===== config.mk =====
export PLATFORM = sky130hd
export DESIGN_NAME = cevs_regs
export DESIGN_NICKNAME = d
export VERILOG_FILES = /design/src/logic/cevs_pkg.sv /design/src/logic/cevs_sync.sv /design/src/logic/cevs_regs.sv
export SDC_FILE = /design/constraint.sdc
export NUM_CORES = 1
export LEC_CHECK = 0
export ABC_CLOCK_PERIOD_IN_PS = 3200
export BUFFER_PORTS_ARGS = -buffer_cell sky130_fd_sc_hd__buf_2
export CELL_PAD_IN_SITES_DETAIL_PLACEMENT = 1
export CELL_PAD_IN_SITES_GLOBAL_PLACEMENT = 1
export CORE_MARGIN = 3
export CORE_UTILIZATION = 40
export DETAILED_ROUTE_END_ITERATION = 7
export PLACE_DENSITY = 0.76
export SYNTH_ARGS = -nofsm -noshare
export SYNTH_HDL_FRONTEND = slang
export SYNTH_SLANG_ARGS = --single-unit

===== constraint.sdc =====
create_clock -name ref_clk -period 3.2 [get_ports ref_clk]
set_input_delay 0.48 -clock ref_clk [delete_from_list [all_inputs] [get_ports ref_clk]]
set_output_delay 0.48 -clock ref_clk [all_outputs]
set_load 0.05 [all_outputs]

===== src/logic/cevs_pkg.sv =====
// Constants for the channel enable and voltage select register bank
package cevs_pkg;
  // Register offsets
  localparam logic [7:0] OFS_ENABLE  = 8'h01;
  localparam logic [7:0] OFS_VSEL1   = 8'h02;
  localparam logic [7:0] OFS_VSEL23  = 8'h03;
  // Reset values and field positions
  localparam logic [7:0] ENABLE_RST  = 8'h0f;
  localparam int         NUM_CHAN    = 4;
  localparam int         CH1_LSB     = 0;
  localparam int         CH1_W       = 5;
  localparam int         CH2_LSB     = 0;
  localparam int         CH3_LSB     = 4;
  localparam int         CH23_W      = 3;
  // Voltage decoding in millivolts
  localparam int         MV_W        = 13;
  localparam int         ADJ_MV      = 800;
  localparam int         CH1_BASE_MV = 825;
  localparam int         CH1_STEP_MV = 25;
  localparam int         CH2_BASE_MV = 3000;
  localparam int         CH2_STEP_MV = 300;
  localparam logic [2:0] CH2_TOP     = 3'h7;
  localparam int         CH2_TOP_MV  = 5000;
  localparam int         CH3_BASE_MV = 1100;
  localparam int         CH3_STEP_MV = 100;
  // Serial interface
  localparam logic [6:0] DEV_ADDR_DEF = 7'h2a; // Arbitrary value
  localparam logic [3:0] BITS_PER_BYTE = 4'h8;
  typedef enum logic [3:0] {
    ST_IDLE, ST_ADDR, ST_ACK_ADDR, ST_PTR, ST_ACK_PTR, ST_WR, ST_ACK_WR, ST_RD, ST_ACK_RD
  } cevs_state_type;
endpackage


===== src/logic/cevs_sync.sv =====
// Two flip-flop synchroniser for pins from outside the clock domain
`timescale 1ns/1ns
module cevs_sync #(
  parameter int WIDTH = 1
) (
  // Clock and reset
  input  wire logic             ref_clk,
  input  wire logic             sys_rst,
  // Pins and synchronised copy
  input  wire logic [WIDTH-1:0] pin_in,
  output logic      [WIDTH-1:0] pin_sync
);
  logic [WIDTH-1:0] stage1;

  // First stage feeds only the second
  always_ff @(posedge ref_clk)
  begin
    if (sys_rst)
    begin
      stage1   <= '0;
      pin_sync <= '0;
    end
    else
    begin
      stage1   <= pin_in;
      pin_sync <= stage1;
    end
  end
endmodule


===== src/logic/cevs_regs.sv =====
// Channel enable and voltage select registers behind a two-wire serial slave
`timescale 1ns/1ns
module cevs_regs #(
  parameter logic [6:0] DEV_ADDR = cevs_pkg::DEV_ADDR_DEF
) (
  // Clock and power-on reset
  input  wire logic        ref_clk,
  input  wire logic        sys_rst,
  // Two-wire serial pins, data is open drain
  input  wire logic        scl_in,
  input  wire logic        sda_in,
  output logic             sda_out,
  output logic             sda_oe,
  // Hardware enable pins, channel 1 in bit 0
  input  wire logic [3:0]  chan_hw_enable_pin,
  // Factory fuse defaults
  input  wire logic [4:0]  fuse_chan1_code,
  input  wire logic [2:0]  fuse_chan2_code,
  input  wire logic [2:0]  fuse_chan3_code,
  // Regulator controls
  output logic      [3:0]  chan_run,
  output logic      [4:0]  chan1_volt_code,
  output logic      [2:0]  chan2_volt_code,
  output logic      [2:0]  chan3_volt_code,
  output logic      [12:0] chan1_mv,
  output logic      [12:0] chan2_mv,
  output logic      [12:0] chan3_mv
);
  logic [3:0]  en_s;
  logic [1:0]  bus_s;
  logic [10:0] fuse_s;
  logic        scl_prev;
  logic        sda_prev;
  logic [7:0]  channel_enable_ctrl;
  logic [7:0]  ch1_voltage_select;
  logic [7:0]  ch2_ch3_voltage_select;
  cevs_pkg::cevs_state_type state;
  logic [3:0]  bit_cnt;
  logic [7:0]  shreg;
  logic [7:0]  rdsh;
  logic [7:0]  ptr;
  logic        rw;
  logic        mnack;
  logic        wr_en;
  logic [7:0]  wr_addr;
  logic [7:0]  wr_data;

  // Pin synchronisers
  cevs_sync #(.WIDTH(4)) u_en_sync (
    .ref_clk  (ref_clk),
    .sys_rst  (sys_rst),
    .pin_in   (chan_hw_enable_pin),
    .pin_sync (en_s)
  );
  // Bus and fuse copies are never cleared: an idle bus must not read as low after
  // reset, and the fuse values must be settled while the reset captures them
  cevs_sync #(.WIDTH(2)) u_bus_sync (
    .ref_clk  (ref_clk),
    .sys_rst  (1'b0),
    .pin_in   ({scl_in, sda_in}),
    .pin_sync (bus_s)
  );
  cevs_sync #(.WIDTH(11)) u_fuse_sync (
    .ref_clk  (ref_clk),
    .sys_rst  (1'b0),
    .pin_in   ({fuse_chan3_code, fuse_chan2_code, fuse_chan1_code}),
    .pin_sync (fuse_s)
  );

  // Bus line events
  wire scl_s     = bus_s[1];
  wire sda_s     = bus_s[0];
  wire scl_rise  = scl_s & ~scl_prev;
  wire scl_fall  = ~scl_s & scl_prev;
  wire bus_start = scl_s & scl_prev & sda_prev & ~sda_s;
  wire bus_stop  = scl_s & scl_prev & ~sda_prev & sda_s;
  wire byte_done = scl_fall && (bit_cnt == cevs_pkg::BITS_PER_BYTE);
  wire addr_hit  = (shreg[7:1] == DEV_ADDR);

  // Register read selection, unmapped offsets read zero
  wire [7:0] rd_word = (ptr == cevs_pkg::OFS_ENABLE) ? channel_enable_ctrl :
                       (ptr == cevs_pkg::OFS_VSEL1)  ? ch1_voltage_select :
                       (ptr == cevs_pkg::OFS_VSEL23) ? ch2_ch3_voltage_select : 8'h00;

  // Write decode
  wire wr_ctrl  = wr_en && (wr_addr == cevs_pkg::OFS_ENABLE);
  wire wr_vsel1 = wr_en && (wr_addr == cevs_pkg::OFS_VSEL1);
  wire wr_vs23  = wr_en && (wr_addr == cevs_pkg::OFS_VSEL23);

  // Enable bits follow a write only where the pin is high, else snap to 1
  wire [3:0] ctrl_wr_val = wr_ctrl ? wr_data[3:0] : channel_enable_ctrl[3:0];
  wire [3:0] next_run_bits = ctrl_wr_val | ~en_s;

  assign sda_out = 1'b0;
  assign chan_run = channel_enable_ctrl[3:0] & en_s;
  assign chan1_volt_code = ch1_voltage_select[cevs_pkg::CH1_LSB +: cevs_pkg::CH1_W];
  assign chan2_volt_code = ch2_ch3_voltage_select[cevs_pkg::CH2_LSB +: cevs_pkg::CH23_W];
  assign chan3_volt_code = ch2_ch3_voltage_select[cevs_pkg::CH3_LSB +: cevs_pkg::CH23_W];

  // Edge history of the synchronised bus lines
  always_ff @(posedge ref_clk)
  begin
    if (sys_rst)
    begin
      scl_prev <= 1'b1;
      sda_prev <= 1'b1;
    end
    else
    begin
      scl_prev <= scl_s;
      sda_prev <= sda_s;
    end
  end

  // Register bank
  always_ff @(posedge ref_clk)
  begin
    if (sys_rst)
    begin
      channel_enable_ctrl    <= cevs_pkg::ENABLE_RST;
      ch1_voltage_select     <= {3'h0, fuse_s[4:0]};
      ch2_ch3_voltage_select <= {1'b0, fuse_s[10:8], 1'b0, fuse_s[7:5]};
    end
    else
    begin
      channel_enable_ctrl <= {wr_ctrl ? wr_data[7:4] : channel_enable_ctrl[7:4],
                              next_run_bits};
      if (wr_vsel1)
        ch1_voltage_select <= wr_data;
      if (wr_vs23)
        ch2_ch3_voltage_select <= wr_data;
    end
  end

  // Decoded output voltages, 25 mV steps on channel 1
  always_ff @(posedge ref_clk)
  begin
    if (sys_rst)
    begin
      chan1_mv <= '0;
      chan2_mv <= '0;
      chan3_mv <= '0;
    end
    else
    begin
      chan1_mv <= (chan1_volt_code == 5'h00) ? 13'(cevs_pkg::ADJ_MV) :
        13'(cevs_pkg::CH1_BASE_MV + cevs_pkg::CH1_STEP_MV * int'(chan1_volt_code));
      chan2_mv <= (chan2_volt_code == 3'h0) ? 13'(cevs_pkg::ADJ_MV) :
        (chan2_volt_code == cevs_pkg::CH2_TOP) ? 13'(cevs_pkg::CH2_TOP_MV) :
        13'(cevs_pkg::CH2_BASE_MV + cevs_pkg::CH2_STEP_MV * int'(chan2_volt_code));
      chan3_mv <= (chan3_volt_code == 3'h0) ? 13'(cevs_pkg::ADJ_MV) :
        13'(cevs_pkg::CH3_BASE_MV + cevs_pkg::CH3_STEP_MV * int'(chan3_volt_code));
    end
  end

  // Serial slave: bits sampled on clock rise, data changed on clock fall
  always_ff @(posedge ref_clk)
  begin
    if (sys_rst)
    begin
      state   <= cevs_pkg::ST_IDLE;
      bit_cnt <= 4'h0;
      shreg   <= 8'h00;
      rdsh    <= 8'h00;
      ptr     <= 8'h00;
      rw      <= 1'b0;
      mnack   <= 1'b0;
      sda_oe  <= 1'b0;
      wr_en   <= 1'b0;
      wr_addr <= 8'h00;
      wr_data <= 8'h00;
    end
    else
    begin
      wr_en <= 1'b0;
      if (bus_start)
      begin
        state   <= cevs_pkg::ST_ADDR;
        bit_cnt <= 4'h0;
        sda_oe  <= 1'b0;
      end
      else if (bus_stop)
      begin
        state  <= cevs_pkg::ST_IDLE;
        sda_oe <= 1'b0;
      end
      else if (scl_rise)
      begin
        case (state)
          cevs_pkg::ST_ADDR, cevs_pkg::ST_PTR, cevs_pkg::ST_WR:
          begin
            shreg   <= {shreg[6:0], sda_s};
            bit_cnt <= bit_cnt + 4'h1;
          end
          cevs_pkg::ST_RD:
            bit_cnt <= bit_cnt + 4'h1;
          cevs_pkg::ST_ACK_RD:
            mnack <= sda_s;
          default:
            bit_cnt <= bit_cnt;
        endcase
      end
      else if (scl_fall)
      begin
        case (state)
          cevs_pkg::ST_ADDR:
            if (byte_done)
            begin
              bit_cnt <= 4'h0;
              rw      <= shreg[0];
              state   <= addr_hit ? cevs_pkg::ST_ACK_ADDR : cevs_pkg::ST_IDLE;
              sda_oe  <= addr_hit;
            end
          cevs_pkg::ST_ACK_ADDR:
            if (rw)
            begin
              state  <= cevs_pkg::ST_RD;
              rdsh   <= rd_word;
              sda_oe <= ~rd_word[7];
            end
            else
            begin
              state  <= cevs_pkg::ST_PTR;
              sda_oe <= 1'b0;
            end
          cevs_pkg::ST_PTR:
            if (byte_done)
            begin
              bit_cnt <= 4'h0;
              ptr     <= shreg;
              state   <= cevs_pkg::ST_ACK_PTR;
              sda_oe  <= 1'b1;
            end
          cevs_pkg::ST_WR:
            if (byte_done)
            begin
              bit_cnt <= 4'h0;
              wr_en   <= 1'b1;
              wr_addr <= ptr;
              wr_data <= shreg;
              ptr     <= ptr + 8'h01;
              state   <= cevs_pkg::ST_ACK_WR;
              sda_oe  <= 1'b1;
            end
          cevs_pkg::ST_ACK_PTR, cevs_pkg::ST_ACK_WR:
          begin
            state  <= cevs_pkg::ST_WR;
            sda_oe <= 1'b0;
          end
          cevs_pkg::ST_RD:
            if (byte_done)
            begin
              bit_cnt <= 4'h0;
              ptr     <= ptr + 8'h01;
              state   <= cevs_pkg::ST_ACK_RD;
              sda_oe  <= 1'b0;
            end
            else
              sda_oe <= ~rdsh[3'(4'h7 - bit_cnt)];
          cevs_pkg::ST_ACK_RD:
            if (mnack)
              state <= cevs_pkg::ST_IDLE;
            else
            begin
              state  <= cevs_pkg::ST_RD;
              rdsh   <= rd_word;
              sda_oe <= ~rd_word[7];
            end
          default:
            sda_oe <= 1'b0;
        endcase
      end
    end
  end

  // Checks
  property p_run_needs_pin;
    @(posedge ref_clk) disable iff (sys_rst) (chan_run & ~en_s) == 4'h0;
  endproperty
  a_run_needs_pin: assert property (p_run_needs_pin) else $error("run without pin");

  property p_reset_enable;
    @(posedge ref_clk) $past(sys_rst) |-> channel_enable_ctrl == cevs_pkg::ENABLE_RST;
  endproperty
  a_reset_enable: assert property (p_reset_enable) else $error("enable reset wrong");

  property p_write_pin_low;
    @(posedge ref_clk) disable iff (sys_rst)
      wr_ctrl |=> &(channel_enable_ctrl[3:0] | $past(en_s));
  endproperty
  a_write_pin_low: assert property (p_write_pin_low) else $error("disabled with pin low");

  property p_pin_low_forces;
    @(posedge ref_clk) disable iff (sys_rst)
      en_s != 4'hf |=> &(channel_enable_ctrl[3:0] | $past(en_s));
  endproperty
  a_pin_low_forces: assert property (p_pin_low_forces) else $error("bit not forced");

  property p_ctrl_write;
    @(posedge ref_clk) disable iff (sys_rst)
      wr_ctrl && en_s == 4'hf ##1 en_s == 4'hf |-> channel_enable_ctrl == $past(wr_data);
  endproperty
  a_ctrl_write: assert property (p_ctrl_write) else $error("enable write lost");

  property p_vsel1_write;
    @(posedge ref_clk) disable iff (sys_rst)
      wr_vsel1 |=> chan1_volt_code == $past(wr_data[4:0])
        ##1 ((chan1_mv == 13'(cevs_pkg::ADJ_MV)) == (chan1_volt_code == 5'h00));
  endproperty
  a_vsel1_write: assert property (p_vsel1_write) else $error("ch1 code wrong");

  property p_vsel3_write;
    @(posedge ref_clk) disable iff (sys_rst)
      wr_vs23 |=> chan3_volt_code == $past(wr_data[6:4]);
  endproperty
  a_vsel3_write: assert property (p_vsel3_write) else $error("ch3 code wrong");

  property p_vsel2_write;
    @(posedge ref_clk) disable iff (sys_rst)
      wr_vs23 && wr_data[2:0] == 3'h7 |=> ##1 chan2_mv == 13'(cevs_pkg::CH2_TOP_MV);
  endproperty
  a_vsel2_write: assert property (p_vsel2_write) else $error("ch2 top code wrong");

  property p_fuse_reset;
    @(posedge ref_clk) $fell(sys_rst) |-> chan1_volt_code == $past(fuse_s[4:0]);
  endproperty
  a_fuse_reset: assert property (p_fuse_reset) else $error("fuse default lost");

  property p_ch1_step;
    @(posedge ref_clk) disable iff (sys_rst)
      chan1_volt_code == 5'h13 ##1 chan1_volt_code == 5'h13 |-> chan1_mv == 13'h0514;
  endproperty
  a_ch1_step: assert property (p_ch1_step) else $error("ch1 1.3 V wrong");
endmodule


# Word-level counts from Yosys, hierarchy flattened
# Cells that the tools add are included.
[word_totals]
latchBits = 0
memories = 0
input_bits = 19
word_cells = 178
out_inout_bits = 56
regBits = 148
ramBits = 0
rom_bits = 0
[op_classes]
n_shift = 0
div = 0
add_sub_neg = 6
reduce_logical = 38
n_mux = 44
bitwise = 21
order_cmp = 1
eq_ne = 32
mul = 3
[op_table]
columns = ["op", "count"]
rows = [
  ["8-bit 2-to-1 mux", 7],
  ["4-bit 2-to-1 mux", 10],
  ["8-bit by 2-bit equality test with 1-bit output, second input constant", 4],
  ["8-bit one-hot mux with 2 select lines", 2],
  ["10-bit 2-to-1 mux", 3],
  ["4-bit one-hot mux with 7 select lines", 1],
  ["7-bit AND reduction", 4],
  ["4-bit by 3-bit equality test with 1-bit output, second input constant", 4],
  ["8-bit by 1-bit equality test with 1-bit output, second input constant", 2],
  ["2-bit inequality test, second input constant", 8],
  ["4-bit inequality test, second input constant", 4],
  ["7-bit 2-to-1 mux", 2],
  ["2-bit OR reduction", 7],
  ["12-bit by 12-bit adder with 13-bit output, first input constant", 1],
  ["13-bit 2-to-1 mux", 1],
  ["11-bit by 10-bit adder with 12-bit output, first input constant", 1],
  ["6-bit AND reduction", 2],
  ["2-bit nonzero test", 6],
  ["10-bit by 10-bit adder with 11-bit output, first input constant", 1],
  ["1-bit 2-to-1 mux", 11],
  ["1-bit NOT", 11],
  ["5-bit by 5-bit multiplier with 10-bit output, first input constant", 1],
  ["7-bit by 3-bit multiplier with 10-bit output, first input constant", 1],
  ["5-bit 2-to-1 mux", 2],
  ["31 further kinds", 49],
]

# Longest topological paths before layout
# Gate-level depths: netlist (run 1).
[depth]
word_depth = 9
mapped_depth = 12
depth_no_buf = 12

# Cells and area by module
# A second synthesis (run 1) with hierarchy kept.
[hier_totals]
hier_cells = 763
hier_area_um2 = 6919.1
[by_module_without_submodules]
columns = ["mod", "seq_area_each_um2", "instances", "area_each_um2", "cells_per_inst"]
rows = [
  ["cevs_regs", 2312.2, 1, 5963.2, 693],
  ["cevs_sync at u_fuse_sync", 440.4, 1, 640.6, 46],
  ["cevs_sync at u_en_sync", 160.2, 1, 210.2, 16],
  ["cevs_sync at u_bus_sync", 80.1, 1, 105.1, 8],
]

# Worst setup path before layout (run 1)
# No wires, ideal clock.
[synth_timing]
path_kind = "register to register"
start = "reg ch1_voltage_select[0]"
end = "reg chan1_mv[10]"
period_less_slack_ns = 2.969
stages_incl_launch_ff = 13
t_arrival_ns = 2.849
setup_time_ns = 0.120
path_slack_ns = 0.231
cell_sequence = "edfxtp_1 inv_1 ha_1 inv_1 fa_1 inv_1 fa_1 ha_1 a31o_2 a2111oi_0 nor3_1 xor2_1 nor2_1"
[synth_via]
elab_chain_cells = 2
word_cells_on_any_way = 4
[synth_lines]
columns = ["element", "line", "text"]
rows = [
  ["from (decl)", "cevs_regs.sv:35", "logic [7:0] ch1_voltage_select;"],
  ["from (signal assigned)", "cevs_regs.sv:121", "ch1_voltage_select <= {3'h0, fuse_s[4:0]};"],
  ["from (signal assigned)", "cevs_regs.sv:129", "ch1_voltage_select <= wr_data;"],
  ["5-bit by 5-bit multiplier with 10-bit output or 5-bit zero test (tied branches)", "cevs_regs.sv:147, cevs_regs.sv:146", ""],
  ["10-bit by 10-bit adder with 11-bit output or 2-bit OR reduction (tied branches)", "-", ""],
  ["to (signal assigned)", "cevs_regs.sv:146", "chan1_mv <= (chan1_volt_code == 5'h00) ? 13'(cevs_pkg::ADJ_MV) :"],
  ["to (decl)", "cevs_regs.sv:25", "output logic [12:0] chan1_mv,"],
]
# Parallel ways exist; a longest one is shown, timed or not.
# A chain may end at the register's enable or synchronous reset.

# Worst setup path after layout (run 1)
[layout_timing]
start = "reg ch1_voltage_select[1]"
end = "reg chan1_mv[9]"
[layout_via]
elab_chain_cells = 3
word_cells_on_any_way = 4
[layout_lines]
columns = ["element", "line", "text"]
rows = [
  ["5-bit by 5-bit multiplier with 10-bit output", "cevs_regs.sv:147", "13'(cevs_pkg::CH1_BASE_MV + cevs_pkg::CH1_STEP_MV * int'(chan1_volt_code));"],
  ["10-bit by 10-bit adder with 11-bit output", "cevs_regs.sv:147", ""],
  ["10-bit 2-to-1 mux *", "cevs_regs.sv:146", ""],
]
# Every way passes the cells marked *; elsewhere a longest branch is shown, timed or not.

==> results.yml, run 1 <==
worst_setup_path:
  cpMostUsedCell: "inv_1"
  critPathCaptureType: "flop"
  start_kind: "flop"
  regToRegStartpoint: "ch1_voltage_select[1]$_DFFE_PP_"
  reg2reg_slack_ps: 140
  slowest_stage: "fa_1"
  critical_path_buf_inv_count: 3
  worstReg2RegEnd: "chan1_mv[9]$_SDFF_PP0_"
  crit_family: "adder cells"
  reg2reg_depth: 12
  cp_max_fo: 3
  cp_cell_sequence: "inv_1, ha_1, inv_1, fa_1, inv_1, fa_1, ha_4, a41o_1, a21oi_1, o211ai_1, o31ai_1, nor3_1"
  crit_arrival_ps: 3370
  worstPathRequired_ps: 3520
  critPathKind: "reg2reg"
  critPathMaxStageDelay_ps: 470
cts:
  clk_pin_slew_ps: 70
  cts_made_buffers: 17
  cts_buffer_depth: 2
  cts_num_sinks: 144
  root_buffer: "clkbuf_16"
  clkLatencyLatePin_ps: 430
  cts_tree: "done"
  cts.htree.levels: 4
route:
  drt-pass1-iter-count: 4
  drc_errors: 0
  via_per_inst: 5.295
  antenna_left: 0
  vias: 5427
  wire_per_inst_um: 17.28
  wl_um: 17710
  drtIter0Drc: 272
yosys:
  synthSimpleGateAreaFrac: 0.1989
  ys_seq_elements: 144
  synth.area.mux_share: 0.04808
  synth.distinct_cells: 70
  netlist_top_cells_area: "dfxtp_1 39%, ha_1 7.7%, nand2_1 5.1%"
  seq_area_frac_synth: 0.4406
  ys.flop_type: "dfxtp_1"
  yosys.area_share.adder: 0.08915
  synthXorXnorAreaFrac: 0.02837
  synth_top_family_by_area: "simple AND/OR/NAND/NOR gates"
  yosys_warnings: 0
  synth_compound_area_frac: 0.1275
  synth_edf_count: 11
  synthCells: 737
  synth_most_common_cell: "dfxtp_1"
  syn_area_um2: 6793
  async_flop_share: 0
  syn_avg_cell_area_um2: 9.217
  synth_top_cell_by_area: "dfxtp_1"
  yosys.area.top_type_share: 0.3920
  synthTopCellsByCount: "133 x dfxtp_1, 93 x nand2_1, 53 x a21oi_1, 52 x nor2_1, 42 x ha_1"
global_routing:
  antenna_found_initial: 0
  grt_usage: 0.1924
  grt_max_degree: 55
  grt_pass1_wl_um: 28220
  first_global_vias: 5482
  overflow: 0
timing:
  setup_viol: 0
  rsz0062_at_grt: "false"
  period_share: 0.9557
  hold_viol_final: 0
  worst_slew_pin_slew_ps: 1017
  min_period_ps: 3058
  finClkSkew_ps: 6.889
  tns_ps: 0
  clock.fmax_ghz: 0.3270
  slew_headroom: 0.3221
  fin_ws_ps: 141.6
  maxSlewViolCount: 0
finish:
  syn2layout_area_growth_pct: 15.23
  final_util: 0.4720
  drive_gt1_frac: 0.1652
  fillers: 1943
  antenna_cells: 0
  nets: 857
floorplanning:
  io_pins: 75
  dieArea_um2: 18580
  core-area_um2: 16580
  initial_core_util: 0.4096
  dieHeight_um: 136.3
  die_w_um: 136.3
  placementRows: 47
run_status:
  status: "completed"
flow_run:
  cap_violations: 0
min_path:
  worstHoldStart: "fuse_chan2_code[1]"
  hold_depth: 1
  hold_path_end: "u_fuse_sync.stage1[6]$_DFF_P_"
  hp-class: "in2reg"
power:
  leakagePower_uw: 0.003354
  power_density_nw_per_um2: 589.9
  ir_drop_uv: 423.9
  total_power_uw: 4617
place:
  portBuffers: 66
  preCtsSetupSlack_ps: -35.62
  dp_hpwl_um: 12770
  gp_congestion: 0.8484
==> stage by stage <==
stage | hold WS [ps] | std cells | area, um^2
3_5_place_dp | 313.5 | 990 | 7188
2_1_floorplan | 309.6 | 744 | 6819
5_1_grt | 126.1 | 1025 | 7828
4_1_cts | 131.6 | 1024 | 7790
6_report | 144.5 | 1025 | 7828
3_3_place_gp | 311.3 | 990 | 7188
==> state kept, by name, indices dropped and copies added, names as in the netlist, 4 cells and up <==
register / flops
chan1_mv: 11
ptr: 8
wr_addr: 8
ch2_ch3_voltage_select: 8
u_en_sync.stage1: 4
state: 4
wr_data: 8
channel_enable_ctrl: 8
u_fuse_sync.stage1: 11
ch1_voltage_select: 8
chan2_mv: 11
shreg: 8
chan3_mv: 10
bit_cnt: 4
rdsh: 8
u_en_sync.pin_sync: 4
u_fuse_sync.pin_sync: 11
==> cell usage in the layout (no fill, tap or decap), types with 4 or more instances in the layout <==
| master | instances |
|---|---|
| o211ai_1 | 4 |
| a31oi_1 | 5 |
| xnor2_1 | 13 |
| nor3_1 | 14 |
| nand4_1 | 7 |
| buf_4 | 14 |
| and2_1 | 9 |
| a22o_1 | 7 |
| o31ai_1 | 4 |
| clkbuf_16 | 17 |
| inv_6 | 5 |
| o22ai_1 | 7 |
| nand2_1 | 93 |
| o21ai_0 | 26 |
| nor2b_1 | 17 |
| inv_8 | 7 |
| ha_1 | 41 |
| dfxtp_1 | 133 |
| conb_1 | 8 |
| and3_1 | 4 |
| edfxtp_1 | 11 |
| xor2_1 | 9 |
| nor2_1 | 52 |
| or3_1 | 5 |
| a211oi_1 | 8 |
| nand3_1 | 22 |
| nand3b_1 | 9 |
| a21oi_1 | 53 |
| fa_1 | 4 |
| inv_1 | 36 |
| nand2b_1 | 16 |
| buf_2 | 66 |
| mux2i_1 | 27 |
==> cell type report <==
class                           instances  area (um^2)  share of cell area
Multi-Input combinational cell        513         3403              0.4348
Sequential cell                       144         2993              0.3824
Timing Repair Buffer                   80        435.4             0.05563
Clock buffer                           17        425.4             0.05435
Tap cell                              220        275.3             0.03517
Clock inverter                         15        160.2             0.02046
Inverter                               36        135.1             0.01726
==> logic make-up after synthesis <==
group / count (synthesis)
simple gates: 268
flops: 144
compound gates: 139
buf+inv: 87
fa+ha+maj: 46
mux: 30
xor+xnor: 22
other cells: 1
==> metal layers <==
metal  vias up  routed length, um  track usage
li1       2627                  -            -
met1      2637               7632       0.2399
met2       131               8738       0.3255
met3        32                960      0.04626
met4         0                382      0.06607
met5         -                  0            0
==> how the worst max path moves through the flow <==
| stage | start | to | slack [ps] | depth (start not counted) |
|---|---|---|---|---|
| global placement | ch1_voltage_select[1]$_DFFE_PP_ | chan1_mv[10]$_SDFF_PP0_ | 140 | 12 |
| global route | ch1_voltage_select[1]$_DFFE_PP_ | chan1_mv[10]$_SDFF_PP0_ | 20 | 12 |
| detailed placement | ch1_voltage_select[1]$_DFFE_PP_ | chan1_mv[10]$_SDFF_PP0_ | -40 | 12 |
| floorplan | ch1_voltage_select[0]$_DFFE_PP_ | chan1_mv[10]$_SDFF_PP0_ | 230 | 12 |
| CTS | ch1_voltage_select[1]$_DFFE_PP_ | chan1_mv[10]$_SDFF_PP0_ | 50 | 12 |
| finish | ch1_voltage_select[1]$_DFFE_PP_ | chan1_mv[9]$_SDFF_PP0_ | 140 | 12 |
==> power breakdown <==
part / switching (uW) / internal [uW]
clock: 913 / 1050
sequential: 39.5 / 1900
combinational: 499 / 217
==> timing repair <==
item	in CTS	in global routing
gates cloned	0	0
buffers inserted	2	1
setup endpoints to repair	1	1
hold buffers	0	0
gates resized for setup	1	3
pin swaps	0	0
Note: power is estimated with default switching activity, not from simulation.
==> run 2, diff against run 1 <==
--- a/config.mk
+++ b/config.mk
@@ -5,14 +5,15 @@
 export SDC_FILE = /design/constraint.sdc
 export NUM_CORES = 1
 export LEC_CHECK = 0
-export ABC_CLOCK_PERIOD_IN_PS = 3200
+export ABC_CLOCK_PERIOD_IN_PS = 2850
 export BUFFER_PORTS_ARGS = -buffer_cell sky130_fd_sc_hd__buf_2
 export CELL_PAD_IN_SITES_DETAIL_PLACEMENT = 1
 export CELL_PAD_IN_SITES_GLOBAL_PLACEMENT = 1
 export CORE_MARGIN = 3
 export CORE_UTILIZATION = 40
 export DETAILED_ROUTE_END_ITERATION = 7
-export PLACE_DENSITY = 0.76
+export PLACE_DENSITY = 0.73
 export SYNTH_ARGS = -nofsm -noshare
 export SYNTH_HDL_FRONTEND = slang
+export SYNTH_HIERARCHICAL = 1
 export SYNTH_SLANG_ARGS = --single-unit
==> constraint.sdc (replaced) <==
create_clock -name ref_clk -period 2.85 [get_ports ref_clk]
set_input_delay 0.4275 -clock ref_clk [delete_from_list [all_inputs] [get_ports ref_clk]]
set_output_delay 0.4275 -clock ref_clk [all_outputs]
set_load 0.05 [all_outputs]
==> run 2 against run 1 <==
  * Non-clock buffer count is 10 higher
  * Critical endpoint is now chan1_mv[10]$_SDFF_PP0_
  * Sequential share of layout area is 1.4 points lower
  * Sequential power is 10% higher
  * Register-to-register slack worse by 90 ps
  * Largest cell class unchanged
  * Sequential cell count stayed put
  * Routed wire length is 2.1% higher
  * Clock power is 13% higher
  * Highest routed layer unchanged
==> results.yml, run 2 <==
floorplanning:
  placementRows: 47
  die_w_um: 137.5
  dieHeight_um: 137.5
  io_pins: 75
  dieArea_um2: 18910
  core-area_um2: 16760
  initial_core_util: 0.4128
route:
  via_per_inst: 5.216
  wl_um: 18080
  drc_errors: 0
  vias: 5576
  antenna_left: 0
  drtIter0Drc: 256
  wire_per_inst_um: 16.91
  drt-pass1-iter-count: 4
timing:
  maxSlewViolCount: 0
  clock.fmax_ghz: 0.3570
  slew_headroom: 0.4940
  setup_viol: 0
  min_period_ps: 2801
  finClkSkew_ps: 8.182
  hold_viol_final: 0
  worst_slew_pin_slew_ps: 751.1
  rsz0062_at_grt: "true"
  period_share: 0.9830
yosys:
  synth_edf_count: 11
  syn_avg_cell_area_um2: 9.068
  synth_top_cell_by_area: "dfxtp_1"
  yosys.area.top_type_share: 0.3848
  synth.distinct_cells: 64
  seq_area_frac_synth: 0.4325
  synthCells: 763
  async_flop_share: 0
  synthTopCellsByCount: "133 x dfxtp_1, 106 x nand2_1, 54 x nor2_1, 50 x a21oi_1, 42 x ha_1"
  ys.flop_type: "dfxtp_1"
  netlist_top_cells_area: "dfxtp_1 38%, ha_1 7.6%, nand2_1 5.8%"
  syn_area_um2: 6919
  ys_seq_elements: 144
  synth_most_common_cell: "dfxtp_1"
  yosys_warnings: 6
power:
  leakagePower_uw: 0.003490
  ir_drop_uv: 466.7
  power_density_nw_per_um2: 619.2
  total_power_uw: 5030
global_routing:
  grt_usage: 0.1959
  antenna_found_initial: 0
  grt_max_degree: 27
  grt_pass1_wl_um: 29030
  first_global_vias: 5805
  overflow: 0
worst_setup_path:
  critPathMaxStageDelay_ps: 560
  regToRegStartpoint: "ch1_voltage_select[1]$_DFFE_PP_"
  crit_arrival_ps: 3110
  worstPathRequired_ps: 3160
  crit_family: "adder cells"
  start_kind: "flop"
  crit_start: "ch1_voltage_select[1]$_DFFE_PP_"
  cp_cell_sequence: "inv_2, ha_4, fa_2, fa_1, ha_4, a31oi_4, nor2_1, o41ai_2, xnor2_1, nor2_1"
  worstReg2RegEnd: "chan1_mv[10]$_SDFF_PP0_"
  critical_path_buf_inv_count: 1
  reg2reg_slack_ps: 50
  reg2reg_depth: 10
  critPathKind: "reg2reg"
  critPathCaptureType: "flop"
  cp-endpoint: "chan1_mv[10]$_SDFF_PP0_"
  cp_max_fo: 3
  slowest_stage: "fa_1"
  crit_cells: 10
cts:
  cts_made_buffers: 17
  cts_tree: "done"
  root_buffer: "clkbuf_16"
  cts_buffer_depth: 2
  clk_pin_slew_ps: 60
  cts.htree.levels: 4
  cts_num_sinks: 144
  clkLatencyLatePin_ps: 430
min_path:
  worstHoldStart: "sda_in"
  hp-class: "in2reg"
finish:
  drive_gt1_frac: 0.1979
  nets: 901
  syn2layout_area_growth_pct: 17.40
  fillers: 1967
  final_common_cell: "dfxtp_1"
  final_util: 0.4847
  multi_input_area_um2: 3633
  final_cell_mix: "133 x dfxtp_1, 106 x nand2_1, 66 x buf_2"
  final-seq-area_um2: 2993
  antenna_cells: 0
place:
  dp_hpwl_um: 12890
  portBuffers: 66
  gp_congestion: 0.8168
flow_run:
  cap_violations: 0
run_status:
  status: "completed"
==> run 2: cell types whose count changed after synthesis, moves of 4 or more <==
cell / before / now
nor2b_2: 0 / 15
nand2_1: 93 / 106
o21ai_0: 26 / 37
nor2b_1: 17 / 26
nand2b_1: 16 / 8
and3_1: 4 / 9
a22oi_1: 3 / 7
and2_1: 9 / 5
==> run 2: per-layer routing <==
layer | track usage | part of all wire | vias up | wire [um]
li1 | - | - | 2716 | -
met1 | 0.2405 | 0.44 | 2722 | 8010
met2 | 0.3341 | 0.50 | 109 | 9063
met3 | 0.04602 | 0.038 | 29 | 681
met4 | 0.07151 | 0.018 | 0 | 327
met5 | 0 | 0 | - | 0
==> run 2: cells by family (layout without fill, tap and decap cells) <==
group	Yosys count	after routing	synth area share
and+or+nand+nor	299	299	0.2231
other	1	16	0.0005420
buffers and inverters	85	156	0.06239
AOI/OAI and AO/OA	136	136	0.1179
muxes	33	33	0.05190
DFF	144	144	0.4325
adders and majority gates	46	46	0.08752
xor gates and xnor gates	19	19	0.02405
==> run 2: where the power goes <==
part | leakage (uW) | internal, uW | switching [uW]
logic | 0.00201 | 212 | 468
clock network | 0.000275 | 1250 | 954
registers | 0.00120 | 2110 | 31.3
total | 0.00349 | 3580 | 1450
==> run 2: area by class of cell <==
| cell class | instances | area share |
|---|---|---|
| Sequential cell | 144 | 0.3685 |
| Tap cell | 220 | 0.03389 |
| Clock inverter | 14 | 0.01771 |
| Timing Repair Buffer | 90 | 0.06285 |
| Clock buffer | 18 | 0.05407 |
| Multi-Input combinational cell | 549 | 0.4473 |
| Inverter | 34 | 0.01571 |
==> run 2: through the flow <==
stage	cell area [um^2]	hold WS, ps	std cells	setup TNS (ps)	worst slack [ps]
5_1_grt	8123	199.7	1069	-49.33	-49.33
6_report	8123	208.4	1069	0	48.50
3_3_place_gp	7435	381.8	1033	-14.81	-14.81
3_5_place_dp	7435	394.0	1033	-170.3	-90.25
4_1_cts	8039	189.9	1065	0	6.988
2_1_floorplan	6983	376.1	778	0	22.77
==> run 2: what timing repair did <==
| item | 4_1_cts | 5_1_grt |
|---|---|---|
| setup endpoints to repair | 2 | 4 |
| hold buffers | 0 | 0 |
| gates cloned | 0 | 0 |
| gates resized for setup | 5 | 11 |
| setup buffers | 0 | 4 |
| pin swaps | 0 | 12 |
==> run 2: worst min-delay path by stage <==
stage,cells after the start,slack (ps),to
after global placement,1,380,channel_enable_ctrl[1]$_SDFF_PP1_
final,2,210,u_bus_sync/stage1[0]$_SDFF_PP0_
after floorplan,1,380,channel_enable_ctrl[0]$_SDFF_PP1_
after global routing,2,200,u_fuse_sync/stage1[1]$_SDFF_PP0_
after detailed placement,1,390,channel_enable_ctrl[1]$_SDFF_PP1_
after CTS,2,190,u_fuse_sync/stage1[3]$_SDFF_PP0_
==> run 3, diff against run 2 <==
--- a/config.mk
+++ b/config.mk
@@ -6,13 +6,13 @@
 export NUM_CORES = 1
 export LEC_CHECK = 0
 export ABC_CLOCK_PERIOD_IN_PS = 2850
-export BUFFER_PORTS_ARGS = -buffer_cell sky130_fd_sc_hd__buf_2
 export CELL_PAD_IN_SITES_DETAIL_PLACEMENT = 1
 export CELL_PAD_IN_SITES_GLOBAL_PLACEMENT = 1
 export CORE_MARGIN = 3
 export CORE_UTILIZATION = 40
 export DETAILED_ROUTE_END_ITERATION = 7
-export PLACE_DENSITY = 0.73
+export DONT_BUFFER_PORTS = 1
+export PLACE_DENSITY = 0.68
 export SYNTH_ARGS = -nofsm -noshare
 export SYNTH_HDL_FRONTEND = slang
 export SYNTH_HIERARCHICAL = 1
==> run 3 against run 2 <==
  * Die area is the same
  * Critical path type unchanged
  * Critical path depth grew 2
  * Sequential power is 7% higher
  * Worst setup slack got worse by 60 ps
  * Largest cell class unchanged
  * Combinational power fell by 35%
  * Register-to-register slack got worse by 60 ps
  * Hold slack got worse by 140 ps
  * Clock skew decreased by 1.2 ps
  * Maximum frequency decreased by 2.1%
  * Clock power about the same
  * The run now ends with setup timing left
  * Clock-buffer cell count shrank 1
  * Routed wire length decreased by 2.5%
==> results.yml, run 3 (synthesis gave the netlist of run 2 again) <==
run_status:
  status: "complete, but fails checks"
  violations: "setup timing"
worst_setup_path:
  critPathKind: "reg2reg"
  critPathCaptureType: "flop"
  start_kind: "flop"
  cp_max_fo: 4
  worstPathRequired_ps: 3160
  crit_arrival_ps: 3170
timing:
  rsz0062_at_grt: "true"
  min_period_ps: 2862
  worst_slew_pin_slew_ps: 815.0
  fin_ws_ps: -11.81
  whs_ps: 66.93
  slew_headroom: 0.4510
  maxSlewViolCount: 0
  hold_viol_final: 0
  finClkSkew_ps: 6.983
  clock.fmax_ghz: 0.3494
  period_share: 1.004
  setup_viol: 1
route:
  wire_per_inst_um: 17.58
  drtIter0Drc: 178
  drt-pass1-iter-count: 4
  drc_errors: 0
  via_per_inst: 5.300
  antenna_left: 0
  wl_um: 17640
  vias: 5316
floorplanning:
  die_w_um: 137.5
  initial_core_util: 0.4128
  dieArea_um2: 18910
  placementRows: 47
  io_pins: 75
  core-area_um2: 16760
  dieHeight_um: 137.5
flow_run:
  cap_violations: 0
global_routing:
  grt_usage: 0.1923
  grt_max_degree: 82
  antenna_found_initial: 0
  grt_pass1_wl_um: 28510
  first_global_vias: 5567
  overflow: 0
cts:
  clkLatencyLatePin_ps: 430
  cts.htree.levels: 4
  cts_buffer_depth: 2
  cts_num_sinks: 144
  clk_pin_slew_ps: 60
  cts_made_buffers: 17
  root_buffer: "clkbuf_16"
  cts_tree: "done"
place:
  gp_congestion: 0.8593
  portBuffers: 0
  dp_hpwl_um: 12670
finish:
  antenna_cells: 0
  nets: 835
  final_cell_mix: "133 x dfxtp_1, 106 x nand2_1, 54 x nor2_1"
  fillers: 1954
  syn2layout_area_growth_pct: 12.75
  drive_gt1_frac: 0.1264
  final_common_cell: "dfxtp_1"
power:
  leakagePower_uw: 0.003199
  power_density_nw_per_um2: 635.9
  ir_drop_uv: 463.9
  total_power_uw: 4961
min_path:
  hp-class: "in2reg"
==> run 3: worst paths after layout <==
check	startpoint	to	slack [ps]	cells past startpoint
setup reg to reg	ch1_voltage_select[1]$_DFFE_PP_	chan1_mv[8]$_SDFF_PP0_	-10	12
setup / recovery	ch1_voltage_select[1]$_DFFE_PP_	chan1_mv[8]$_SDFF_PP0_	-10	12
hold reg to reg	u_en_sync/pin_sync[0]$_SDFF_PP0_	channel_enable_ctrl[0]$_SDFF_PP1_	420	1
hold / removal	sys_rst	u_en_sync/stage1[2]$_SDFF_PP0_	70	1
==> run 3: critical path: stages (launching register included) <==
cell	delay (ps)
edfxtp_1	440
ha_1	330
inv_2	50
ha_4	260
inv_1	50
fa_1	550
ha_4	230
a31oi_4	230
buf_6	130
o21bai_1	60
a21oi_1	180
xor2_1	170
a21oi_1	80
==> run 3: what timing repair did <==
item | CTS | global route
pin swaps | 2 | 9
gates cloned | 0 | 0
hold buffers | 0 | 0
gates resized for setup | 5 | 10
setup endpoints to repair | 3 | 6
setup buffers | 1 | 2
==> run 3: cell type report <==
class,instances,area [um^2],share of cell area
clock buffers,17,425.4,0.05453
inverters,34,127.6,0.01636
well taps,220,275.3,0.03528
flip-flops and latches,144,2993,0.3836
repair buffers,24,187.7,0.02406
clock inverters,15,158.9,0.02037
multi-input cells,549,3633,0.4658
==> run 3: per-stage QoR <==
step / worst slack, ps / utilization / TNS (ps) / cell area, um^2 / instances
floorplan: 22.77 / - / 0 / 6983 / 778
global placement: -2.881 / 0.4243 / -2.881 / 7112 / 968
detailed placement: -70.93 / 0.4243 / -178.8 / 7112 / 968
CTS: 2.961 / 0.4614 / 0 / 7732 / 1001
global route: -94.76 / 0.4655 / -145.0 / 7801 / 1003
finish: -11.81 / 0.4655 / -11.81 / 7801 / 1003
==> run 3: power breakdown <==
| group | internal (uW) | total, uW | switching (uW) |
|---|---|---|---|
| Clock | 1240 | 2220 | 973 |
| Sequential | 2110 | 2300 | 191 |
| Combinational | 169 | 440 | 270 |
| Total | 3530 | 4960 | 1430 |
==> run 3: metal layers <==
metal | GRT usage | vias to the layer above | wire length, um
li1 | - | 2593 | -
met1 | 0.2340 | 2612 | 7684
met2 | 0.3332 | 93 | 8996
met3 | 0.04419 | 18 | 708
met4 | 0.06541 | 0 | 246
met5 | 0 | - | 0
